## config.mk

```make
export PLATFORM = sky130hd
export DESIGN_NAME = sig_tester
export DESIGN_NICKNAME = d
export VERILOG_FILES = /design/src/sig_tester_pkg.sv /design/src/sig_tester.sv
export VERILOG_INCLUDE_DIRS = /design/src
export SDC_FILE = /design/constraint.sdc
export NUM_CORES = 2
export LEC_CHECK = 0
export BUFFER_PORTS_ARGS = -buffer_cell sky130_fd_sc_hd__buf_2
export CORE_AREA = 8 8 341 343
export CTS_CLUSTER_SIZE = 30
export DETAILED_ROUTE_END_ITERATION = 7
export DIE_AREA = 0 0 349 351
export PLACE_DENSITY = 0.59
export SYNTH_ARGS = -nofsm -noshare
export SYNTH_HDL_FRONTEND = slang
export SYNTH_SLANG_ARGS = --single-unit
```

## constraint.sdc

```tcl
create_clock -name clk_i -period 5.5 [get_ports clk_i]
set_clock_uncertainty 0.1 [all_clocks]
set_input_delay 0.55 -clock clk_i [delete_from_list [all_inputs] [get_ports clk_i]]
set_output_delay 0.55 -clock clk_i [all_outputs]
set_load 0.01 [all_outputs]
```

## src/sig_tester_params.svh

```systemverilog
// register offsets, field positions, reset values and counts of the device tester
// assumes a 32-bit word register port with byte addresses
`ifndef SIG_TESTER_PARAMS_SVH
`define SIG_TESTER_PARAMS_SVH
`define OFS_CTRL     8'h00
`define OFS_CYCLES   8'h04
`define OFS_START    8'h08
`define OFS_REFSUM   8'h0c
`define OFS_SUM      8'h10
`define OFS_STATUS   8'h14
`define OFS_VDRIVE   8'h18
`define OFS_VEXPECT  8'h1c
`define OFS_PINS     8'h20
`define OFS_OUTMASK  8'h24
`define CTRL_GO      0
`define CTRL_LOAD    1
`define CTRL_MASTER  2
`define CTRL_VOPT_LO 3
`define CTRL_PRELOAD 5
`define CTRL_VCLR    6
`define VDRV_PRELOAD 31
`define CYCLES_MAX   7'h63
`define CYCLES_RST   7'h00
`define START_RST    28'h0000000
`define PINS_RST     5'h14
`define VOPT_SKIP    2'h1
`define ERR_SVT_LOAD 8'h4b
`define STEPS_DEF    256
`endif

```

## src/sig_tester_pkg.sv

```systemverilog
// types shared by the device tester
// assumes sig_tester_params.svh sits beside it
package sig_tester_pkg;
    typedef enum logic [1:0] {
        ST_IDLE = 2'b00,
        ST_SVT  = 2'b01,
        ST_SIG  = 2'b10,
        ST_CMP  = 2'b11
    } state_t;
    typedef struct packed {
        logic [1:0] verify_opt;
        logic       preload_ok;
        logic       from_master;
        logic       load_op;
    } ctrl_t;
    typedef struct packed {
        logic       ref_valid;
        logic       fail;
        logic       pass;
        logic       busy;
    } flags_t;
endpackage

```

## src/sig_tester.sv

```systemverilog
// structured vector test and pseudo-random signature test sequencer
// assumes socket pins and register port are synchronous to clk_i
//
// Local design decisions: the placing of the registers and the plain strobed port.
`timescale 1ns/10ps
`include "sig_tester_params.svh"

// Operation
// - learn reference sum, later pass only on match
// - reference sum also writable by software
// - load runs structured test before learning
// - structured failure in load aborts, code 75
// - cycle count up to 99; zero disables
// - operator start vector, reset all zeros
// - start vector width follows pin count
// - loaded structured vectors run before signature unless skipped
// - pseudo-random drive, outputs folded into sum; taps are bits 27 and 24, so below 28 pins the drive fills with ones
// - preload strobe on flagged vectors when supported
// - vectors load through the same register path
// - verify option 1 skips structured test
module sig_tester #(
    parameter int PINS      = 28,
    parameter int VEC_DEPTH = 16,
    parameter int STEPS     = `STEPS_DEF
) (
    input  wire logic            clk_i,
    input  wire logic            rstn_i,
    input  wire logic            ce_i,
    input  wire logic [7:0]      addr_i,
    input  wire logic [31:0]     wdata_i,
    input  wire logic            wr_i,
    input  wire logic            rd_i,
    output logic      [31:0]     rdata_o,
    input  wire logic [PINS-1:0] dut_sample_i,
    output logic      [PINS-1:0] dut_drive_o,
    output logic                 dut_preload_o,
    output logic                 busy_o,
    output logic                 pass_o,
    output logic                 fail_o
);
    localparam int AW = (VEC_DEPTH > 1) ? $clog2(VEC_DEPTH) : 1;
    localparam int SW = (STEPS > 1) ? $clog2(STEPS) : 1;

    if (PINS < 20 || PINS > 28 || VEC_DEPTH < 1 || VEC_DEPTH > 255 || STEPS < 1) begin : g_bad_param
        $error("sig_tester parameters out of range");
    end

    sig_tester_pkg::state_t state_ff;
    sig_tester_pkg::ctrl_t  ctrl_ff;
    sig_tester_pkg::flags_t flags_ff;
    logic            go_ff;
    logic [6:0]      cycles_ff;
    logic [PINS-1:0] start_ff;
    logic [4:0]      pins_ff;
    logic [PINS-1:0] outmask_ff;
    logic [31:0]     ref_ff;
    logic [31:0]     sum_ff;
    logic [PINS-1:0] lfsr_ff;
    logic [7:0]      err_ff;
    logic [7:0]      vcnt_ff;
    logic [AW-1:0]   idx_ff;
    logic            phase_ff;
    logic [6:0]      cyc_ff;
    logic [SW-1:0]   step_ff;
    logic [PINS-1:0] vdrv_mem [VEC_DEPTH];
    logic [PINS-1:0] vexp_mem [VEC_DEPTH];
    logic            vpre_mem [VEC_DEPTH];
    logic [PINS-1:0] pend_drv_ff;
    logic            pend_pre_ff;

    // pins above the device's pin count are never driven nor counted
    function automatic logic [PINS-1:0] width_mask(input logic [4:0] pc);
        logic [63:0] m;
        m = (64'h1 << pc) - 64'h1;
        return m[PINS-1:0];
    endfunction

    function automatic logic hit(input logic [7:0] ofs);
        return addr_i == ofs;
    endfunction

    logic [PINS-1:0] pmask;
    logic            mism;
    logic            run_svt;
    logic            learn;
    logic [PINS-1:0] nxt_lfsr;
    assign pmask    = width_mask(pins_ff);
    assign mism     = |((dut_sample_i ^ vexp_mem[idx_ff]) & outmask_ff & pmask);
    assign run_svt  = (vcnt_ff != 8'h00) && (ctrl_ff.verify_opt != `VOPT_SKIP);
    assign learn    = ctrl_ff.load_op && ctrl_ff.from_master;
    // xnor feedback keeps the all-zero default start from locking up
    assign nxt_lfsr = {lfsr_ff[PINS-2:0], ~(lfsr_ff[PINS-1] ^ lfsr_ff[PINS-4])};

    // control, count, start vector and pin set-up
    always_ff @(posedge clk_i) begin
        if (!rstn_i) begin
            ctrl_ff    <= '0;
            go_ff      <= 1'b0;
            cycles_ff  <= `CYCLES_RST;
            start_ff   <= PINS'(`START_RST);
            pins_ff    <= `PINS_RST;
            outmask_ff <= '0;
        end else if (ce_i) begin
            go_ff <= wr_i && hit(`OFS_CTRL) && wdata_i[`CTRL_GO] && state_ff == sig_tester_pkg::ST_IDLE;
            if (wr_i && hit(`OFS_CTRL)) begin
                ctrl_ff.load_op     <= wdata_i[`CTRL_LOAD];
                ctrl_ff.from_master <= wdata_i[`CTRL_MASTER];
                ctrl_ff.verify_opt  <= wdata_i[`CTRL_VOPT_LO+:2];
                ctrl_ff.preload_ok  <= wdata_i[`CTRL_PRELOAD];
            end
            // larger counts are refused and the old value kept
            if (wr_i && hit(`OFS_CYCLES) && wdata_i[6:0] <= `CYCLES_MAX && wdata_i[31:7] == '0) begin
                cycles_ff <= wdata_i[6:0];
            end
            if (wr_i && hit(`OFS_START)) begin
                start_ff <= wdata_i[PINS-1:0];
            end
            if (wr_i && hit(`OFS_PINS) && (wdata_i[4:0] == 5'h14 || wdata_i[4:0] == 5'h18
                                           || wdata_i[4:0] == 5'h1c) && wdata_i[4:0] <= 5'(PINS)) begin
                pins_ff <= wdata_i[4:0];
            end
            if (wr_i && hit(`OFS_OUTMASK)) begin
                outmask_ff <= wdata_i[PINS-1:0];
            end
        end
    end

    // structured vectors: drive word is held, expect word commits the entry
    always_ff @(posedge clk_i) begin
        if (!rstn_i) begin
            vcnt_ff     <= 8'h00;
            pend_drv_ff <= '0;
            pend_pre_ff <= 1'b0;
        end else if (ce_i && state_ff == sig_tester_pkg::ST_IDLE) begin
            if (wr_i && hit(`OFS_CTRL) && wdata_i[`CTRL_VCLR]) begin
                vcnt_ff <= 8'h00;
            end else if (wr_i && hit(`OFS_VDRIVE)) begin
                pend_drv_ff <= wdata_i[PINS-1:0];
                pend_pre_ff <= wdata_i[`VDRV_PRELOAD];
            end else if (wr_i && hit(`OFS_VEXPECT) && vcnt_ff < 8'(VEC_DEPTH)) begin
                vcnt_ff <= vcnt_ff + 8'h01;
            end
        end
    end

    always_ff @(posedge clk_i) begin
        if (ce_i && state_ff == sig_tester_pkg::ST_IDLE && wr_i && hit(`OFS_VEXPECT)
            && vcnt_ff < 8'(VEC_DEPTH)) begin
            vdrv_mem[vcnt_ff[AW-1:0]] <= pend_drv_ff;
            vexp_mem[vcnt_ff[AW-1:0]] <= wdata_i[PINS-1:0];
            vpre_mem[vcnt_ff[AW-1:0]] <= pend_pre_ff;
        end
    end

    // reference sum: learned from the master or entered by software
    always_ff @(posedge clk_i) begin
        if (!rstn_i) begin
            ref_ff             <= 32'h00000000;
        end else if (ce_i) begin
            if (state_ff == sig_tester_pkg::ST_CMP && learn) begin
                ref_ff             <= sum_ff;
            end else if (wr_i && hit(`OFS_REFSUM) && state_ff == sig_tester_pkg::ST_IDLE) begin
                ref_ff             <= wdata_i;
            end
        end
    end

    // test sequence
    always_ff @(posedge clk_i) begin
        if (!rstn_i) begin
            state_ff       <= sig_tester_pkg::ST_IDLE;
            flags_ff.busy  <= 1'b0;
            flags_ff.pass  <= 1'b0;
            flags_ff.fail  <= 1'b0;
            flags_ff.ref_valid <= 1'b0;
            err_ff         <= 8'h00;
            idx_ff         <= '0;
            phase_ff       <= 1'b0;
            cyc_ff         <= 7'h00;
            step_ff        <= '0;
            lfsr_ff        <= '0;
            sum_ff         <= 32'h00000000;
            dut_drive_o    <= '0;
            dut_preload_o  <= 1'b0;
        end else if (ce_i) begin
            dut_preload_o <= 1'b0;
            case (state_ff)
                sig_tester_pkg::ST_IDLE: begin
                    if (wr_i && hit(`OFS_REFSUM)) begin
                        flags_ff.ref_valid <= 1'b1;
                    end
                    if (go_ff) begin
                        flags_ff.pass <= 1'b0;
                        flags_ff.fail <= 1'b0;
                        flags_ff.busy <= 1'b1;
                        err_ff        <= 8'h00;
                        idx_ff        <= '0;
                        phase_ff      <= 1'b0;
                        cyc_ff        <= 7'h00;
                        step_ff       <= '0;
                        sum_ff        <= 32'h00000000;
                        lfsr_ff       <= start_ff & pmask;
                        if (run_svt) begin
                            state_ff <= sig_tester_pkg::ST_SVT;
                        end else if (cycles_ff != 7'h00) begin
                            state_ff <= sig_tester_pkg::ST_SIG;
                        end else begin
                            flags_ff.busy <= 1'b0;
                            flags_ff.pass <= 1'b1;
                        end
                    end
                end
                sig_tester_pkg::ST_SVT: begin
                    if (!phase_ff) begin
                        dut_drive_o   <= vdrv_mem[idx_ff] & pmask;
                        dut_preload_o <= vpre_mem[idx_ff] & ctrl_ff.preload_ok;
                        phase_ff      <= 1'b1;
                    end else if (mism) begin
                        state_ff      <= sig_tester_pkg::ST_IDLE;
                        flags_ff.busy <= 1'b0;
                        flags_ff.fail <= 1'b1;
                        if (ctrl_ff.load_op) begin
                            err_ff <= `ERR_SVT_LOAD;
                        end
                    end else if ({{(8-AW){1'b0}}, idx_ff} == vcnt_ff - 8'h01) begin
                        phase_ff <= 1'b0;
                        if (cycles_ff != 7'h00) begin
                            state_ff <= sig_tester_pkg::ST_SIG;
                        end else begin
                            state_ff      <= sig_tester_pkg::ST_IDLE;
                            flags_ff.busy <= 1'b0;
                            flags_ff.pass <= 1'b1;
                        end
                    end else begin
                        idx_ff   <= idx_ff + AW'(1);
                        phase_ff <= 1'b0;
                    end
                end
                sig_tester_pkg::ST_SIG: begin
                    // the sample seen here answers the vector driven one cycle before; on the first
                    // clock that is a leftover drive, kept out so the sum depends only on the start
                    dut_drive_o <= lfsr_ff & pmask;
                    lfsr_ff     <= nxt_lfsr & pmask;
                    if (cyc_ff != 7'h00 || step_ff != '0) begin
                        sum_ff <= {sum_ff[30:0], sum_ff[31]} ^ 32'(dut_sample_i & pmask);
                    end
                    if (step_ff == SW'(STEPS - 1)) begin
                        step_ff <= '0;
                        if (cyc_ff == cycles_ff - 7'h01) begin
                            state_ff <= sig_tester_pkg::ST_CMP;
                        end else begin
                            cyc_ff <= cyc_ff + 7'h01;
                        end
                    end else begin
                        step_ff <= step_ff + SW'(1);
                    end
                end
                sig_tester_pkg::ST_CMP: begin
                    state_ff      <= sig_tester_pkg::ST_IDLE;
                    flags_ff.busy <= 1'b0;
                    if (learn) begin
                        flags_ff.pass      <= 1'b1;
                        flags_ff.ref_valid <= 1'b1;
                    end else begin
                        flags_ff.pass <= flags_ff.ref_valid && sum_ff == ref_ff;
                        flags_ff.fail <= !(flags_ff.ref_valid && sum_ff == ref_ff);
                    end
                end
                default: begin
                    state_ff <= sig_tester_pkg::ST_IDLE;
                end
            endcase
        end
    end

    assign busy_o = flags_ff.busy;
    assign pass_o = flags_ff.pass;
    assign fail_o = flags_ff.fail;

    // read data live only in the cycle after the strobe
    always_ff @(posedge clk_i) begin
        if (!rstn_i) begin
            rdata_o <= 32'h00000000;
        end else if (ce_i) begin
            rdata_o <= 32'h00000000;
            if (rd_i) begin
                case (addr_i)
                    `OFS_CTRL:    rdata_o <= {26'h0, ctrl_ff.preload_ok, ctrl_ff.verify_opt,
                                              ctrl_ff.from_master, ctrl_ff.load_op, 1'b0};
                    `OFS_CYCLES:  rdata_o <= {25'h0, cycles_ff};
                    `OFS_START:   rdata_o <= 32'(start_ff);
                    `OFS_REFSUM:  rdata_o <= ref_ff;
                    `OFS_SUM:     rdata_o <= sum_ff;
                    `OFS_STATUS:  rdata_o <= {vcnt_ff, err_ff, 10'h0, state_ff, flags_ff};
                    `OFS_PINS:    rdata_o <= {27'h0, pins_ff};
                    `OFS_OUTMASK: rdata_o <= 32'(outmask_ff);
                    default:      rdata_o <= 32'h00000000;
                endcase
            end
        end
    end

    AST_CYCLES_MAX: assert property (@(posedge clk_i) disable iff (!rstn_i) cycles_ff <= `CYCLES_MAX)
        else $error("cycle count above limit");
    AST_LOAD_ABORT: assert property (@(posedge clk_i) disable iff (!rstn_i)
        ce_i && state_ff == sig_tester_pkg::ST_SVT && phase_ff && mism && ctrl_ff.load_op
        |=> err_ff == `ERR_SVT_LOAD && fail_o && state_ff == sig_tester_pkg::ST_IDLE)
        else $error("structured failure in load did not abort with code 75");
    AST_SUM_FROZEN: assert property (@(posedge clk_i) disable iff (!rstn_i)
        ce_i && state_ff == sig_tester_pkg::ST_CMP |=> $stable(sum_ff) && state_ff == sig_tester_pkg::ST_IDLE)
        else $error("sum moved during compare");
    AST_PASS_MATCH: assert property (@(posedge clk_i) disable iff (!rstn_i)
        ce_i && state_ff == sig_tester_pkg::ST_CMP && !learn && sum_ff != ref_ff |=> fail_o && !pass_o)
        else $error("mismatching sum not failed");
    AST_SVT_FIRST: assert property (@(posedge clk_i) disable iff (!rstn_i)
        ce_i && state_ff == sig_tester_pkg::ST_IDLE && go_ff && run_svt |=> state_ff == sig_tester_pkg::ST_SVT)
        else $error("signature test began before structured test");
    AST_VOPT_SKIP: assert property (@(posedge clk_i) disable iff (!rstn_i)
        ce_i && state_ff == sig_tester_pkg::ST_IDLE && go_ff && ctrl_ff.verify_opt == `VOPT_SKIP
        |=> state_ff != sig_tester_pkg::ST_SVT)
        else $error("structured test not skipped");
    AST_START_VEC: assert property (@(posedge clk_i) disable iff (!rstn_i)
        ce_i && state_ff == sig_tester_pkg::ST_IDLE && go_ff |=> lfsr_ff == (start_ff & pmask))
        else $error("stimulus not seeded from start vector");
    AST_PIN_WIDTH: assert property (@(posedge clk_i) disable iff (!rstn_i)
        busy_o |-> (dut_drive_o & ~pmask) == '0)
        else $error("pin beyond pin count driven");
    AST_PRELOAD: assert property (@(posedge clk_i) disable iff (!rstn_i)
        dut_preload_o |-> ctrl_ff.preload_ok && $past(state_ff) == sig_tester_pkg::ST_SVT)
        else $error("preload on unsupported part");
    AST_SIG_DRIVE: assert property (@(posedge clk_i) disable iff (!rstn_i)
        ce_i && state_ff == sig_tester_pkg::ST_SIG |=> dut_drive_o == ($past(lfsr_ff) & pmask))
        else $error("stimulus not applied");
endmodule

```

Word level (Yosys, flattened, before mapping)
Memories as Yosys holds them, arrays and structs flattened. A register that Yosys moved wholly into a read port is not among the register bits.
Index checks and enable logic that the tools add are counted.
{"block": "totals", "input_bits": 73, "out_inout_bits": 64, "mem_count": 3, "regBits": 298, "wordCells": 228, "ram_bits": 912}
{"memory": "vdrv_mem", "depth": 16, "width": 28, "read_ports": 1, "rd_clocked_by_memory_dff": 1, "wr": 1, "line_no": "sig_tester.sv:65", "text": "logic [PINS-1:0] vdrv_mem [VEC_DEPTH];"}
{"memory": "vexp_mem", "depth": 16, "width": 28, "read_ports": 1, "rd_clocked_by_memory_dff": 1, "wr": 1, "line_no": "sig_tester.sv:66", "text": "logic [PINS-1:0] vexp_mem [VEC_DEPTH];"}
{"memory": "vpre_mem", "depth": 16, "width": 1, "read_ports": 1, "rd_clocked_by_memory_dff": 1, "wr": 1, "line_no": "sig_tester.sv:67", "text": "logic vpre_mem [VEC_DEPTH];"}
{"block": "op_classes", "shifts": 1, "add_sub_neg": 7, "n_mux": 69, "n_eq_ne": 40, "reduce_logical": 64, "magnitude_cmp": 3, "n_bitwise": 13}
{"cell": "$pmux 32 s8", "count": 1}
{"cell": "$and 28x28->28", "count": 7}
{"cell": "$mux 32", "count": 5}
{"cell": "$pmux 28 s2", "count": 2}
{"cell": "$mux 8", "count": 8}
{"cell": "$pmux 32 s2", "count": 1}
{"cell": "$mux 28", "count": 2}
{"cell": "$mux 4", "count": 10}
{"cell": "$ne 2x2->1 const B", "count": 17}
{"cell": "$eq 32x32->1", "count": 1}
{"cell": "$eq 8x5->1 const B", "count": 4}
{"cell": "$pmux 8 s2", "count": 2}
{"cell": "$xor 32x28->32", "count": 1}
{"cell": "$reduce_or 28->1", "count": 1}
{"cell": "$shl 1x5->28 const A", "count": 1}
{"cell": "$sub 28x1->28 const B", "count": 1}
{"cell": "$xor 28x28->28", "count": 1}
{"cell": "$mux 2", "count": 13}
{"cell": "$logic_and 1x1->1", "count": 25}
{"cell": "$logic_not 25->1", "count": 1}
{"cell": "$reduce_and 6->1", "count": 4}
{"cell": "$mux 7", "count": 3}
{"cell": "$add 8x1->8 const B", "count": 2}
{"cell": "$eq 8x4->1 const B", "count": 2}
{"cell": "other kinds (41)", "count": 82}

Longest topological paths before layout
{"block": "logic_depth", "word_depth": 9, "mapped_depth": 17}

Worst setup path before layout
No wires, ideal clock.
{"block": "synth_path", "path_kind": "in2reg", "from": "input port ce_i", "to": "memory vdrv_mem[12][0] (enable)", "path_buffers": 1, "t_arrival_ps": 4161, "setup_ps": 472, "path_stages": 7, "slack_ps": 766, "path_cell_list": "nand2b_1 -> nor3b_1 -> nor3b_1 -> and3_1 -> clkbuf_1 -> nand2_1 -> nor2_1"}
{"block": "synth_between", "elab_chain_len": 6}
{"item": "start, declared", "line_no": "sig_tester.sv:28", "text": "input wire logic ce_i,"}
{"item": "$logic_and 1x1->1 (4 in series)", "line_no": "sig_tester.sv:147", "text": "if (ce_i && state_ff == sig_tester_pkg::ST_IDLE && wr_i && hit(`OFS_VEXPECT)"}
{"item": "$mux 1", "line_no": "sig_tester.sv:147"}
{"item": "$mux 1 (not written as such)", "line_no": "sig_tester.sv:149", "text": "vdrv_mem[vcnt_ff[AW-1:0]] <= pend_drv_ff;"}
{"item": "end, declared", "line_no": "sig_tester.sv:65"}
Every way passes these cells.

==> reports/metrics.cfg <==
[status]
status=complete, no violations

[global_route]
grt_busiest_layer=met2
grt_overflow=0
grtUsageMet2_pct=37.7
grt_pass1_vias=30100
grt_usage_pct=24.8
met3_usage_pct=5.05
antenna_found_initial=2
use_met1_pct=35.9
grt_pass1_wl_um=221000
grt_start_max_net_pins=150

[routing]
drt_iter0_drc=4388
drc=0
num_vias=31300
dr.pass1.iters=8
wl_um=155000
via_per_inst=6.12
drtAntennaViolNets=0
wire_per_inst_um=30.3

[synth]
async_flop_share_pct=0
syn-cell-area_mm2=0.0494
ys_types=81
yosysSeqAreaShare_pct=67.4
ys_ff_latch=1207
synth_most_common_cell=edfxtp_1
synth_top_area_share_pct=55.4
synthCells=3356
synth_area_leaders=edfxtp_1 (55%), dfxtp_1 (12%), mux4_2 (10%)
synth_commonest_cells=edfxtp_1 (912), nand2_1 (398), dfxtp_1 (295)
ys_warn_count=0
synth-main-ff-cell=edfxtp_1
yosys.area.top_type=edfxtp_1
postSynthAreaPerCell_um2=14.7
synth_edf_count=912
syn-num-nets=3441

[sta]
rsz0062_at_grt=false
hold_viol_final=0
tightest_slew_ns=1.28
slew_violations=0
fmax_mhz=224
min_period_ns=4.47
setup_viol=0
tns_ns=0
fin_crit_sh_pct=81.3
max_slew_margin_pct=14.3

[power_and_ir_drop]
p_per_area_mw_per_mm2=326
p_leak_uw=0.0190
max-vdd-ir-drop_uv=257

[cts]
clkSlewWorstSetupHoldPaths_ns=0.07
cts.sink_count=1207
cts_hold_buffers=0
post-cts-setup-buffers=0
root_buffer=clkbuf_16
htreeDepth=3
clock_latency_ns=0.75
cts-buffers-inserted=121
cts_tree=done
cts_resized=0
cts_buffer_depth=3

[setup_path]
crit_type=flop to flop
r2r_slack_ns=1.03
start_kind=flop
r2r_end=pass_o
critPathMaxFanout=37
r2r_cells=10
endpoint_kind=flop
crit_arrival_ns=4.97
cp.required_ns=6.00

[die]
rows=123
coreArea_mm2=0.111
start_util_pct=44.4
die_area_mm2=0.122
die_h_um=351
dieWidth_um=349
num_io_pins=137

[place]
routabilityCongestion=0.970
hpwl_um=96700
dp.cells=4878
portBuffers=136

[finish]
drive_gt1_share_pct=19.6
layout.cells.non_filler=5109
final_nets=3586
fillers=9433
syn_to_final_growth_pct=13.7

[flow_run]
timing.max_cap.violations=0

[hold_path]
min-delay-start=wdata_i[29]
whs_path_depth=3
hp-class=primary input to flop
min_to=ref_ff[29]

-- through the flow --
stage	area [um^2]	power (uW)	utilization (%)	worst slack, ns	hold WS, ns
3_3_place_gp	52200	10200	46.9	0.957	0.340
3_5_place_dp	52200	10200	46.9	0.936	0.347
2_1_floorplan	49400	10000	-	0.766	0.332
6_report	56200	18300	50.5	1.03	0.0924
4_1_cts	56200	18400	50.5	1.03	0.0451
5_1_grt	56200	18800	50.5	0.731	0.0510
-- worst max-delay path by stage --
stage                       to        from  slack [ns]  depth (start not counted)
2_1_floorplan  vdrv_mem[12][0]        ce_i        0.77                          7
3_3_place_gp    vdrv_mem[3][4]        ce_i        0.96                          8
3_5_place_dp    vdrv_mem[3][4]        ce_i        0.94                          8
4_1_cts                 pass_o        flop        1.03                         10
5_1_grt                 busy_o  pins_ff[2]        0.73                         13
6_report                pass_o        flop        1.03                         10
-- area by class of cell --
cell class                 instances  area [um^2]  share of cell area, %
antenna                            1         2.50                0.00445
multi-input combinational       1913        15200                   27.1
clock buffer                     161         3330                   5.93
inverter                          26          106                  0.189
sequential                      1207        33300                   59.3
tap                             1500         1880                   3.34
clock inverter                    69          683                   1.22
timing repair buffer             232         1650                   2.94
-- kinds of logic (layout without fill, tap and decap cells) --
group                      count (synthesis)  after routing  share of synthesized area (%)
xor gates and xnor gates                 106            106                           1.88
adders and majority gates                 12             12                          0.304
and+or+nand+nor                          875            875                           7.63
DFF                                     1207           1207                           67.4
muxes                                    388            388                           13.7
other                                      0              1                              0
AOI/OAI and AO/OA                        532            532                           6.99
buffers and inverters                    236            488                           2.12
-- critical path, stage by stage, from the launching register on --
cell and delay (ns):
dfxtp_4 0.60, buf_4 0.62, mux4_2 0.59, mux2_2 0.32, a21oi_1 0.47, xnor2_1 0.15
a311oi_2 0.30, nand4_2 0.23, nor4b_1 0.62, o21ai_1 0.14, mux2i_1 0.14
-- power by group --
group          internal (uW)  switching [uW]  total (uW)
clock                   4730            3590        8320
sequential              9720            1.61        9720
combinational           53.7             241         295
total                  14500            3830       18300
-- sequential cells by signal, indices dropped and copies added (netlist names), 2 cells and up, named ones only --
name         count
vdrv_mem       448
vexp_mem       448
rdata_o         32
ref_ff          32
sum_ff          32
dut_drive_o     28
lfsr_ff         28
outmask_ff      28
pend_drv_ff     28
start_ff        28
vpre_mem        16
step_ff          8
vcnt_ff          8
cyc_ff           7
cycles_ff        7
ctrl_ff          5
pins_ff          5
idx_ff           4
state_ff         2
-- metal layers --
metal,vias up,routed length (um)
li1,13200,-
met1,16200,65800
met2,1598,69400
met3,277,15000
met4,0,4910
met5,-,0
-- layout by cell type (no fill, tap or decap), types with 12 or more instances in the layout --
cell / synthesis / final
mux2_2: 14 / 14
buf_12: 3 / 20
nor2_4: 0 / 16
a21oi_1: 243 / 243
nor3_1: 41 / 39
ha_1: 12 / 12
xnor2_1: 71 / 71
nor2_1: 252 / 234
o21ai_0: 47 / 45
nand3_1: 58 / 58
buf_2: 26 / 136
mux2i_1: 147 / 147
a31oi_1: 15 / 15
edfxtp_1: 912 / 912
nand2_1: 398 / 398
a221oi_1: 36 / 36
clkinv_1: 0 / 16
clkbuf_1: 146 / 26
a222oi_1: 21 / 21
xor2_1: 35 / 35
a211oi_1: 50 / 50
and3_1: 14 / 14
nand2b_1: 17 / 16
inv_1: 24 / 23
dfxtp_1: 295 / 291
clkbuf_16: 0 / 122
nand4_1: 21 / 21
clkinv_2: 0 / 28
a22oi_1: 44 / 44
nor4_1: 18 / 18
mux4_2: 223 / 223
clkbuf_8: 0 / 13
buf_4: 4 / 76
No activity file was read; power rests on OpenSTA's default activity.
